### src/logic/alx_cfg.svh
`ifndef ALX_CFG_SVH
`define ALX_CFG_SVH
// opcode patterns on the high bits of the first instruction word; ALX_OP_LDACC_LONGLO matches its low byte
`define ALX_OP_LDACC_SHORT  8'hCA
`define ALX_OP_LDAUX_SHORT5 5'h18
`define ALX_OP_LDAUX_MEM5   5'h06
`define ALX_OP_LDACC_TREG   8'h42
`define ALX_OP_LDPAGE_MEM   8'h52
`define ALX_OP_MODIFY_AUX   8'h55
`define ALX_OP_LDACC_LONG4  4'hD
`define ALX_OP_LDACC_LONGLO 8'h01
// field positions
`define ALX_BIT_INDIRECT    7
`define ALX_BIT_NEWPTR      3
`define ALX_FLD_OP8         15:8
`define ALX_FLD_OP5         15:11
`define ALX_FLD_OP4         15:12
`define ALX_FLD_AUX         10:8
`define ALX_FLD_SHIFT       11:8
`define ALX_FLD_IMM8        7:0
`define ALX_FLD_PTR         2:0
`define ALX_FLD_TSHIFT      3:0
`define ALX_FLD_PAGE        8:0
// reset values
`define ALX_ACC_RST         32'h0000_0000
`define ALX_PTR_RST         3'h0
`define ALX_PAGE_RST        9'h000
`define ALX_AUX_RST         16'h0000
`define ALX_WORD_RST        16'h0000
`endif

### src/logic/alx_pkg.sv
package alx_pkg;
  typedef enum logic [3:0] {
    ALX_IDLE  = 4'b0001,
    ALX_LONG  = 4'b0010,
    ALX_MEMWT = 4'b0100,
    ALX_DONE  = 4'b1000
  } alx_state_t;

  // one instruction handed to the executor
  typedef struct packed {
    logic        valid;
    logic [15:0] word;
    logic        inRepeat;
  } alx_instr_t;

  // one memory answer
  typedef struct packed {
    logic        valid;
    logic [15:0] data;
  } alx_mem_t;
endpackage : alx_pkg

### src/logic/alx_load_exec.sv
`timescale 1ns/1ps
`include "alx_cfg.svh"

module alx_load_exec
  import alx_pkg::*;
(
  input  wire logic          clk,
  input  wire logic          rst_n,
  input  wire alx_instr_t    instr,
  input  wire alx_mem_t      memRd,
  input  wire logic          sign_ext_mode,
  input  wire logic [15:0]   tempReg,
  input  wire logic          statusPtrWe,
  input  wire logic [2:0]    statusPtr,
  input  wire logic          statusBufWe,
  input  wire logic [2:0]    statusBuf,
  output logic               busy,
  output logic               memReq,
  output logic [31:0]        acc,
  output logic [2:0]         aux_pointer,
  output logic [2:0]         aux_pointer_buffer,
  output logic [8:0]         page_pointer,
  output logic               auxWe,
  output logic [2:0]         auxSel,
  output logic [15:0]        auxData,
  output logic               postModSkip,
  output logic               refused
);

  // ==========================================
  // decode
  // ==========================================
  logic [15:0] w;
  logic        isShortAcc;
  logic        isShortAux;
  logic        isMemAux;
  logic        isTregAcc;
  logic        isPageMem;
  logic        isModAux;
  logic        isLongAcc;
  logic        indirect;
  logic        newPtr;

  assign w          = instr.word;
  assign indirect   = w[`ALX_BIT_INDIRECT];
  assign newPtr     = w[`ALX_BIT_NEWPTR];
  assign isShortAcc = w[`ALX_FLD_OP8] == `ALX_OP_LDACC_SHORT;
  assign isShortAux = w[`ALX_FLD_OP5] == `ALX_OP_LDAUX_SHORT5;
  assign isMemAux   = w[`ALX_FLD_OP5] == `ALX_OP_LDAUX_MEM5;
  assign isTregAcc  = w[`ALX_FLD_OP8] == `ALX_OP_LDACC_TREG;
  assign isPageMem  = w[`ALX_FLD_OP8] == `ALX_OP_LDPAGE_MEM;
  // pointer load shares the modify-aux indirect opcode
  assign isModAux   = w[`ALX_FLD_OP8] == `ALX_OP_MODIFY_AUX;
  logic        longHead;
  logic        longTail;
  assign longHead   = w[`ALX_FLD_OP4] == `ALX_OP_LDACC_LONG4;
  assign longTail   = w[`ALX_FLD_IMM8] == `ALX_OP_LDACC_LONGLO;
  assign isLongAcc  = longHead && longTail;

  // ==========================================
  // data paths
  // ==========================================
  alx_state_t  state;
  alx_state_t  next_state;
  logic [15:0] firstWord;
  logic [3:0]  longShift;
  logic [31:0] longVal;
  logic [31:0] tregVal;
  logic [31:0] shortVal;
  logic [3:0]  tregShift;

  logic [31:0] longExt;
  logic [31:0] tregExt;
  // absent shift field encodes as zero, so no special case
  assign longShift = firstWord[`ALX_FLD_SHIFT];
  // mode on: sign-extend so msb follows operand sign; off: zero-fill
  assign longExt   = sign_ext_mode ? {{16{instr.word[15]}}, instr.word} : {16'h0000, instr.word};
  assign longVal   = longExt << longShift;
  assign tregShift = tempReg[`ALX_FLD_TSHIFT];
  assign tregExt   = sign_ext_mode ? {{16{memRd.data[15]}}, memRd.data} : {16'h0000, memRd.data};
  assign tregVal   = tregExt << tregShift;
  // upper bits cleared whatever the sign mode
  assign shortVal  = {24'h00_0000, w[`ALX_FLD_IMM8]};

  logic startOk;
  logic repRefuse;
  assign repRefuse = instr.valid && (state == ALX_IDLE) && isShortAux && instr.inRepeat;
  assign startOk   = instr.valid && (state == ALX_IDLE) && !repRefuse;

  logic needMem;
  assign needMem = isMemAux || isTregAcc || isPageMem;

  always_comb
  begin
    next_state = state;
    case (state)
      ALX_IDLE:
      begin
        if (startOk && isLongAcc)
          next_state = ALX_LONG;
        else if (startOk && needMem)
          next_state = ALX_MEMWT;
      end
      ALX_LONG:
      begin
        if (instr.valid)
          next_state = ALX_IDLE;
      end
      ALX_MEMWT:
      begin
        if (memRd.valid)
          next_state = ALX_IDLE;
      end
      ALX_DONE:
        next_state = ALX_IDLE;
      default:
        next_state = ALX_IDLE;
    endcase
  end

  // ==========================================
  // pointer update
  // ==========================================
  logic ptrLoad;
  logic [2:0] next_ptr;
  logic [2:0] next_buf;
  assign ptrLoad = startOk && isModAux && indirect && newPtr;
  always_comb
  begin
    next_ptr = aux_pointer;
    next_buf = aux_pointer_buffer;
    if (statusBufWe)
      next_buf = statusBuf;
    if (statusPtrWe)
      next_ptr = statusPtr;
    else if (ptrLoad)
    begin
      next_buf = aux_pointer;
      next_ptr = w[`ALX_FLD_PTR];
    end
    // indirect memory operand may name the next pointer
    else if (startOk && indirect && newPtr && needMem)
      next_ptr = w[`ALX_FLD_PTR];
  end

  // ==========================================
  // completion and target decode
  // ==========================================
  logic        memDone;
  logic        longDone;
  logic        fwMemAux;
  logic        fwTregAcc;
  logic        fwPageMem;
  logic        shortAccGo;
  logic        shortAuxGo;
  logic        memAuxGo;
  logic        tregGo;
  logic        pageGo;
  logic        sameAsPtr;
  logic [2:0]  takePtr;
  logic [15:0] auxImmVal;
  logic [15:0] next_firstWord;
  logic [2:0]  next_takePtr;
  logic [31:0] next_acc;
  logic [8:0]  next_page;
  logic        next_auxWe;
  logic [2:0]  next_auxSel;
  logic [15:0] next_auxData;
  logic        next_postModSkip;
  logic        next_refused;
  logic        next_busy;
  logic        next_memReq;

  assign memDone    = (state == ALX_MEMWT) && memRd.valid;
  assign longDone   = (state == ALX_LONG) && instr.valid;
  assign fwMemAux   = firstWord[`ALX_FLD_OP5] == `ALX_OP_LDAUX_MEM5;
  assign fwTregAcc  = firstWord[`ALX_FLD_OP8] == `ALX_OP_LDACC_TREG;
  assign fwPageMem  = firstWord[`ALX_FLD_OP8] == `ALX_OP_LDPAGE_MEM;
  assign shortAccGo = startOk && isShortAcc;
  assign shortAuxGo = startOk && isShortAux;
  assign memAuxGo   = memDone && fwMemAux;
  assign tregGo     = memDone && fwTregAcc;
  assign pageGo     = memDone && fwPageMem;
  assign auxImmVal  = {8'h00, w[`ALX_FLD_IMM8]};
  // pointer as it stood when the load was taken, not after its own update
  assign sameAsPtr  = firstWord[`ALX_FLD_AUX] == takePtr;

  // ==========================================
  // next values
  // ==========================================
  assign next_firstWord   = startOk ? w : firstWord;
  assign next_takePtr     = startOk ? aux_pointer : takePtr;
  // the three accumulator writers sit in disjoint states
  assign next_acc         = shortAccGo ? shortVal
                          : longDone   ? longVal
                          : tregGo     ? tregVal
                          : acc;
  assign next_page        = pageGo ? memRd.data[`ALX_FLD_PAGE] : page_pointer;
  assign next_auxWe       = shortAuxGo || memAuxGo;
  assign next_auxSel      = shortAuxGo ? w[`ALX_FLD_AUX]
                          : memAuxGo   ? firstWord[`ALX_FLD_AUX]
                          : auxSel;
  assign next_auxData     = shortAuxGo ? auxImmVal
                          : memAuxGo   ? memRd.data
                          : auxData;
  // only the indirect form post-modifies, so only it is suppressed
  assign next_postModSkip = memAuxGo && firstWord[`ALX_BIT_INDIRECT] && sameAsPtr;
  assign next_refused     = repRefuse;
  assign next_busy        = next_state != ALX_IDLE;
  assign next_memReq      = startOk && needMem && !isLongAcc;

  // ==========================================
  // registers
  // ==========================================
  always_ff @(posedge clk)
  begin
    if (!rst_n)
      state <= ALX_IDLE;
    else
      state <= next_state;
  end

  always_ff @(posedge clk)
  begin
    if (!rst_n)
    begin
      firstWord <= `ALX_WORD_RST;
      takePtr   <= `ALX_PTR_RST;
    end
    else
    begin
      firstWord <= next_firstWord;
      takePtr   <= next_takePtr;
    end
  end

  always_ff @(posedge clk)
  begin
    if (!rst_n)
      acc <= `ALX_ACC_RST;
    else
      acc <= next_acc;
  end

  always_ff @(posedge clk)
  begin
    if (!rst_n)
    begin
      aux_pointer        <= `ALX_PTR_RST;
      aux_pointer_buffer <= `ALX_PTR_RST;
    end
    else
    begin
      aux_pointer        <= next_ptr;
      aux_pointer_buffer <= next_buf;
    end
  end

  always_ff @(posedge clk)
  begin
    if (!rst_n)
      page_pointer <= `ALX_PAGE_RST;
    else
      page_pointer <= next_page;
  end

  always_ff @(posedge clk)
  begin
    if (!rst_n)
    begin
      auxWe       <= 1'b0;
      auxSel      <= `ALX_PTR_RST;
      auxData     <= `ALX_AUX_RST;
      postModSkip <= 1'b0;
    end
    else
    begin
      auxWe       <= next_auxWe;
      auxSel      <= next_auxSel;
      auxData     <= next_auxData;
      postModSkip <= next_postModSkip;
    end
  end

  always_ff @(posedge clk)
  begin
    if (!rst_n)
    begin
      busy    <= 1'b0;
      memReq  <= 1'b0;
      refused <= 1'b0;
    end
    else
    begin
      busy    <= next_busy;
      memReq  <= next_memReq;
      refused <= next_refused;
    end
  end

endmodule : alx_load_exec

### config.mk
export PLATFORM = sky130hd
export DESIGN_NAME = alx_load_exec
export DESIGN_NICKNAME = d
export VERILOG_FILES = /design/src/logic/alx_pkg.sv /design/src/logic/alx_load_exec.sv
export VERILOG_INCLUDE_DIRS = /design/src /design/src/logic
export SDC_FILE = /design/constraint.sdc
export NUM_CORES = 1
export LEC_CHECK = 0
export BUFFER_PORTS_ARGS = -buffer_cell sky130_fd_sc_hd__buf_2
export CAP_MARGIN = 0
export CORE_MARGIN = 4
export CORE_UTILIZATION = 35
export DETAILED_ROUTE_END_ITERATION = 8
export GPL_ROUTABILITY_DRIVEN = 0
export SYNTH_ARGS = -nofsm -noshare
export SYNTH_HDL_FRONTEND = slang
export SYNTH_SLANG_ARGS = --single-unit
### constraint.sdc
create_clock -name clk -period 2.1 [get_ports clk]
set_input_delay 0.105 -clock clk [delete_from_list [all_inputs] [get_ports clk]]
set_output_delay 0.105 -clock clk [all_outputs]
set_load 0.02 [all_outputs]
==> qor.log, run 1 <==
[global_route] global route total overflow 0
[routing] Post-route DRC 0
[power_and_ir_drop] portion of total power attributed to the clock network 39.3%
[global_route] wire length of the first global-routing pass 32000 um
[logic_synthesis] Yosys warning count 0
[routing] drt first-iter violations 602
[setup_path] kind of critical path flip-flop to flip-flop
[logic_synthesis] adder-cell share of the synthesized area 0%
[timing] Max Freq 480 MHz
[power_and_ir_drop] internal power contribution 2.89 mW
[setup_path] largest driver fanout on the critical path 4
[global_route] number of antenna violations at the first check in global routing 0
[power_and_ir_drop] peak supply drop 0.374 mV
[outcome] outcome completed
[setup_path] critical register-to-register path startpoint firstWord[8]
[setup_path] element type at the critical path start flip-flop
[routing] 1st-pass router iterations 5
[floorplan] initial cell density of the core 35.8%
[min_path] WHS Path Cells 2
[layout] cell area after layout 7360 sq um
[timing] worst slew pin tran 0.787 ns
[floorplan] # rows 46
[floorplan] boundary pin count 133
[setup_path] CP Data Arrival Time 2.34 ns
[logic_synthesis] post-synthesis net count 718
[setup_path] crit end category flip-flop
[clocking] Clk Latency, worst-skew pair 0.36 ns
[clocking] clock sink count 87
[layout] utilization of the core after routing 46.3%
[setup_path] worst path required time 2.36 ns
[routing] total detailed-routing wirelength 20500 um
[logic_synthesis] main flop type after synthesis dfxtp_1
[logic_synthesis] Yosys cell types 64
[floorplan] placeable core area 15900 sq um
[clocking] level count of the clock H-tree 3
[power_and_ir_drop] leakage power 2.98 nW
[clocking] clock tree from TritonCTS done
[logic_synthesis] leading post-synthesis cells by instance count dfxtp_1, nand2_1, a21oi_1, nor2_1, mux2i_1
[place] Placed Instance Area 6950 sq um
[logic_synthesis] Post-Synth Simple-Gate Area 19.3%
[floorplan] area of the die 18300 sq um
[clocking] post-CTS repair timing setup buffer count 0
[clocking] clock transition at the register clock pins on the worst setup and hold paths after CTS 0.08 ns
[timing] period utilization 99.2%
[logic_synthesis] cell taking the most area after synthesis dfxtp_1
[timing] final hold viol count 0
[routing] ratio of routed vias to standard cells 5.82
[power_and_ir_drop] sw frac 30.6%
[clocking] maximum buffer depth of the clock tree 2
[global_route] vias in the first global route 5713
[floorplan] Die H 135 um
[power_and_ir_drop] switching power summed over all nets 1.28 mW
[logic_synthesis] XOR/XNOR share of the synthesized area 0.462%
[logic_synthesis] largest cells by area after synthesis dfxtp_1, mux4_2, mux2i_1
[routing] routed via count 5957
[layout] layout cell share with drive strength beyond 1 36.1%
[logic_synthesis] proportion of synthesized flip-flops having asynchronous set or reset 0%
[logic_synthesis] #FFs+latches synth 87
[logic_synthesis] Syn Inst Count 656
[timing] Slew HR 47.6%
[global_route] all-layer global routing usage 22.3%
[timing] final setup violation count 0
[routing] remaining antenna violation count after routing 0
[min_path] terminating pin of the worst hold path refused
[power_and_ir_drop] power per standard cell area 567 nW/um^2
[logic_synthesis] post-synth design cell area 5680 sq um
[setup_path] Crit Reg-Reg Endpoint acc[15]
[timing] Final min period 2.08 ns
[layout] Antenna Diode Count 0
[place] Post-DP HPWL 15300 um
[timing] unrepaired setup endpoints after global routing yes
[logic_synthesis] Synth Area in Compound Gates 21.3%
[min_path] Min-Delay Path Class input port to flip-flop
[logic_synthesis] fraction of synthesized area in multiplexers 23.4%
[logic_synthesis] dominant combinational cell family by area after synthesis multiplexers
[logic_synthesis] EDFF count, synth 0
[layout] Layout area overhead 29.4%
[logic_synthesis] mean instance size in the synthesized netlist 8.66 sq um
[clocking] Inserted Clock Buffers 9
[logic_synthesis] count leader, synth dfxtp_1
[power_and_ir_drop] share of total power in sequential cells 40.5%
[logic_synthesis] sequential element share of the synthesized area 30.6%
[timing] count of final max-slew check failures 0
[timing] post-route clock skew 0.00986 ns
[min_path] start point of the worst min-delay path instr[0]
[layout] number of nets in the layout 865
[place] Port Buffer Count 120
[routing] average wire per cell in the routed design 20.0 um
[global_route] maximum number of pins on one net before global-route repair 48
[setup_path] setup slack on the worst flop-to-flop path 0.02 ns
[flow_run] count of max-cap constraint violations 0
[setup_path] cell depth of the worst flop-to-flop path 7
[logic_synthesis] Yosys top cell area share 30.6%
[clocking] clock root buffer clkbuf_16
[floorplan] Die Width 135 um
[power_and_ir_drop] combinational share of power 20.2%
==> worst max-delay path by stage <==
stage	from	endpoint	cells after the start
6_report	firstWord[8]	acc[15]	7
5_1_grt	firstWord[14]	acc[26]	7
4_1_cts	firstWord[8]	acc[15]	7
3_5_place_dp	tempReg[1]	acc[15]	7
3_3_place_gp	tempReg[1]	acc[15]	7
2_1_floorplan	state[2]	aux_pointer_buffer[1]	6
==> final cells by class <==
| cell class | count | area (sq um) |
|---|---|---|
| sequential | 87 | 1740 |
| multi-input combinational | 502 | 3790 |
| clock inverter | 6 | 53.8 |
| clock buffer | 10 | 239 |
| fill | 1633 | 8530 |
| inverter | 8 | 30.0 |
| timing repair buffer | 195 | 1230 |
| tap | 216 | 270 |
==> cell families (layout without fill, tap and decap cells) <==
kind of cell	Yosys count	after routing
other cells	1	1
mux	94	94
compound gates	183	183
flops	87	87
simple gates	221	221
buf+inv	67	219
xor+xnor	3	3
==> worst max-delay path, stage by stage (launching register included) <==
cell and delay [ns]:
dfxtp_2 0.36, buf_4 0.14, mux4_2 0.54, mux2i_2 0.23, nor2_1 0.09, a2111oi_2 0.41
buf_4 0.17, nor2_1 0.04
==> layout by cell type, fill, tap and decap left out, types with 6 or more instances in the layout <==
master and n:
a211oi_1 7, a21oi_1 54, a221oi_1 6, a22oi_1 12
a311oi_1 9, a31oi_1 8, buf_2 120, buf_4 70
clkbuf_16 9, dfxtp_1 85, inv_1 8, mux2_2 13
mux2i_1 45, mux2i_2 6, mux4_2 30, nand2_1 75
nand3_1 10, nand4_1 7, nor2_1 49, nor2_2 6
nor2b_1 13, nor3_1 14, o21ai_0 33, o22ai_1 7
==> power by group through the flow <==
stage,logic [mW],registers [mW],clock network [mW]
global route,0.896,1.69,1.72
global placement,0.800,1.73,0
CTS,0.810,1.69,1.64
detailed placement,0.802,1.73,0
finish,0.842,1.69,1.64
floorplan,0.476,1.73,0
==> layer usage <==
metal	GRT usage, %	vias to the layer above	share of wire [%]
met4	7.50	0	2.7
met2	34.6	275	47
met1	30.1	2859	42
met3	5.87	47	8.0
li1	-	2776	-
met5	0	-	0
==> state kept, by name, indices dropped and copies added, names as in the netlist, 3 cells and up <==
signal / count
aux_pointer: 3
auxData: 16
aux_pointer_buffer: 3
acc: 32
takePtr: 3
firstWord: 9
state: 4
auxSel: 3
page_pointer: 9
==> through the flow <==
step	hold WS, ns	TNS [ns]	std cells	setup WS, ns	power (mW)
global placement	0.409	-0.363	1008	-0.258	2.53
detailed placement	0.412	-0.415	1008	-0.224	2.53
global route	0.0445	-0.0258	1024	-0.0123	4.31
CTS	0.0377	-0.0106	1024	-0.0106	4.14
finish	0.0385	0	1024	0.0177	4.17
floorplan	0.241	-0.00682	656	-0.00370	2.21
==> what timing repair did <==
item                       in CTS  in global routing
hold buffers                    0                  0
setup endpoints to repair       8                 46
gates resized for setup         8                 20
Note: power is estimated with default switching activity, not from simulation.
==> inputs of run 2 (changes only) <==
ABC_AREA = 1   (was not set)
clock period = 2.17 ns   (was 2.1 ns; I/O delays follow)
==> run 2 against run 1 <==
First-iteration DRC count grew 4.2%. Synthesized cell count grew 44%. Sequential power shrank 2%. Worst hold slack lost 0.025 ns. Area after synthesis grew 1.2%. Wire length shrank 5.5%. Clock-buffer cell count shrank 1. Setup slack gained 0.21 ns. Critical endpoint is now acc[6]. Largest power group unchanged. Highest routed layer is now met5.
==> qor.log, run 2 <==
[setup_path] kind of critical path flip-flop to flip-flop
[timing] worst slack on hold paths 0.0133 ns [-0.0252 ns]
[logic_synthesis] cell taking the most area after synthesis dfxtp_1
[power_and_ir_drop] power per standard cell area 573 nW/um^2 [+0.99%]
[floorplan] boundary pin count 133 [unchanged]
[setup_path] origin of the worst setup path state[0]
[timing] setup tns final 0 ns [unchanged]
[min_path] Min-Delay Path Class input port to flip-flop
[clocking] clock tree from TritonCTS done
[power_and_ir_drop] peak supply drop 0.390 mV [+4.3%]
[logic_synthesis] sequential element share of the synthesized area 30.3% [-0.35 points]
[global_route] all-layer global routing usage 21.4% [-0.89 points]
[routing] Post-route DRC 0 [unchanged]
[setup_path] critical register-to-register path startpoint state[0]
[timing] post-route worst setup slack 0.229 ns [+0.211 ns]
[logic_synthesis] Yosys warning count 0 [unchanged]
[layout] most common cell after layout, fill and taps aside nand2_1
[power_and_ir_drop] total design power 3.86 mW [-7.4%]
[logic_synthesis] Yosys cell types 42 [-34%]
[clocking] Inserted Clock Buffers 9 [unchanged]
[layout] register bank with the most flops acc
[layout] Top Registers acc: 32 flops, auxData: 16 flops
[layout] layout cell share with drive strength beyond 1 19.6% [-17 points]
[layout] commonest cells after routing, fill and taps aside nand2_1, buf_2, nand3_1, nor2_1, dfxtp_1
[timing] Max Freq 515 MHz [+7.3%]
[setup_path] worst path required time 2.46 ns [+0.10 ns]
[global_route] met2 capacity usage during global routing 33.5% [-1.0 points]
[routing] total detailed-routing wirelength 19300 um [-5.5%]
[layout] cell area after layout 6740 sq um [-8.3%]
[timing] post-route clock skew 0.0106 ns [+0.000751 ns]
[place] Cell Count Post-Placement 1244 [+23%]
[floorplan] area of the die 18500 sq um [+1.1%]
[layout] number of nets in the layout 1101 [+27%]
[timing] count of final max-slew check failures 0 [unchanged]
[global_route] global route total overflow 0 [unchanged]
[outcome] outcome completed
[global_route] vias in the first global route 5984 [+4.7%]
[routing] remaining antenna violation count after routing 0 [unchanged]
[logic_synthesis] largest cells by area after synthesis dfxtp_1, nand2_1, nand3_1
[layout] Antenna Diode Count 0 [unchanged]
[place] Post-DP HPWL 15100 um [-1.1%]
[min_path] start point of the worst min-delay path memRd[10]
[floorplan] Die H 136 um [+0.55%]
[place] Setup Slack @ Placement 0.271 ns [+0.495 ns]
[logic_synthesis] count leader, synth nand2_1
[clocking] level count of the clock H-tree 3 [unchanged]
[setup_path] crit path cell chain nor2_2, nand4_1, buf_4, nor2_4, nand3_1, a21oi_1, nor2_1, nor2_1
[timing] Final min period 1.94 ns [-0.141 ns]
[routing] 1st-pass router iterations 5 [unchanged]
[logic_synthesis] proportion of synthesized flip-flops having asynchronous set or reset 0% [unchanged]
[setup_path] cell mode on critical path nor2_1
[logic_synthesis] mean instance size in the synthesized netlist 6.09 sq um [-30%]
[timing] unrepaired setup endpoints after global routing no
[global_route] most heavily used metal layer in global routing met2
[clocking] cts-stage hold buffer count 0 [unchanged]
[layout] utilization of the core after routing 42.1% [-4.2 points]
[setup_path] CP Data Arrival Time 2.23 ns [-0.11 ns]
[logic_synthesis] main flop type after synthesis dfxtp_1
[floorplan] # rows 46 [unchanged]
[setup_path] Crit path largest cell delay 0.40 ns [-0.14 ns]
[global_route] maximum number of pins on one net before global-route repair 39 [-19%]
[timing] Slew HR 55.0% [+7.4 points]
[clocking] clock sink count 87 [unchanged]
[flow_run] count of max-cap constraint violations 0 [unchanged]
[timing] final hold viol count 0 [unchanged]
[logic_synthesis] post-synth design cell area 5750 sq um [+1.2%]
[clocking] clock root buffer clkbuf_16
[routing] average wire per cell in the routed design 15.4 um [-23%]
[power_and_ir_drop] leakage power 3.26 nW [+9.4%]
[timing] worst slew pin tran 0.674 ns [-0.112 ns]
[logic_synthesis] EDFF count, synth 0 [unchanged]
[clocking] Clk Latency, worst-skew pair 0.36 ns [about the same]
[routing] ratio of routed vias to standard cells 5.10 [-12%]
[layout] Layout area overhead 17.3%
[routing] routed via count 6427 [+7.9%]
[setup_path] crit end category flip-flop
[floorplan] initial cell density of the core 35.9% [+0.16 points]
[logic_synthesis] leading post-synthesis cells by instance count nand2_1, nand3_1, nor2_1
[layout] final standard cell count with taps included and fillers excluded 1260 [+23%]
[clocking] post-CTS sizing 0 [-8]
[place] Placed Instance Area 6460 sq um [-7.1%]
[clocking] post-CTS repair timing setup buffer count 0 [unchanged]
[layout] max FFs per register 32 [unchanged]
[global_route] met3 routing resource usage after global routing 4.55% [-1.3 points]
[global_route] met1 track demand over resource in global routing 29.6% [-0.51 points]
[place] Port Buffer Count 120 [unchanged]
[clocking] maximum buffer depth of the clock tree 2 [unchanged]
[setup_path] cell type of the slowest stage on the worst timing path nor2_4
[layout] final-layout fill cell count 1804 [+10%]
[timing] period utilization 89.5% [-9.7 points]
[logic_synthesis] post-synthesis net count 1006 [+40%]
[floorplan] Die Width 136 um [+0.55%]
[setup_path] largest driver fanout on the critical path 22 [+18]
[timing] final setup violation count 0 [unchanged]
[logic_synthesis] #FFs+latches synth 87 [unchanged]
[global_route] wire length of the first global-routing pass 31300 um [-2.4%]
[logic_synthesis] Syn Inst Count 944 [+44%]
[logic_synthesis] Yosys top cell area share 30.3% [-0.35 points]
[clocking] clock transition at the register clock pins on the worst setup and hold paths after CTS 0.07 ns [about the same]
[floorplan] placeable core area 16000 sq um [+0.72%]
[setup_path] element type at the critical path start flip-flop
[global_route] number of antenna violations at the first check in global routing 1 [+1]
[routing] drt first-iter violations 627 [+4.2%]
## run 2: worst paths after layout
kind,to,slack (ns),cells after the start
worst min register to register,auxData[9],0.46,2
worst max register to register,acc[6],0.23,8
worst min-delay path,auxData[10],0.01,3
worst max-delay path,acc[6],0.23,8
## run 2: layer usage
metal	share of wire (%)	routed length [um]
met4	2.0	385
met5	0.036	7
met3	8.3	1610
met2	44	8530
met1	46	8810
## run 2: cells by family after synthesis
kind of cell / Yosys count / synth area share [%]
buffers and inverters: 125 / 9.88
other: 1 / 0.0652
AO/OA/AOI/OAI: 142 / 14.3
AND/OR/NAND/NOR: 583 / 44.4
flip-flops: 87 / 30.3
multiplexers: 4 / 0.696
XOR/XNOR: 2 / 0.305
## run 2: cell type report
| cell class | instances | area, sq um | area share, % |
|---|---|---|---|
| tap | 216 | 270 | 4.01 |
| multi-input combinational | 732 | 3440 | 51.0 |
| timing repair buffer | 135 | 726 | 10.8 |
| sequential | 87 | 1740 | 25.8 |
| inverter | 74 | 280 | 4.16 |
| clock buffer | 9 | 225 | 3.34 |
| clock inverter | 7 | 60.1 | 0.891 |
## run 2: power breakdown
group          total (mW)  switching, mW  internal (mW)
Sequential           1.65         0.0234           1.62
Combinational       0.707          0.495          0.212
Clock                1.51          0.717          0.790
Total                3.86           1.24           2.62
## run 2: critical path, delay by kind of cell (launching register included)
family          cells  cell delay (ns)
flops               1             0.32
buf+inv             1             0.25
simple gates        6             1.09
compound gates      1             0.21
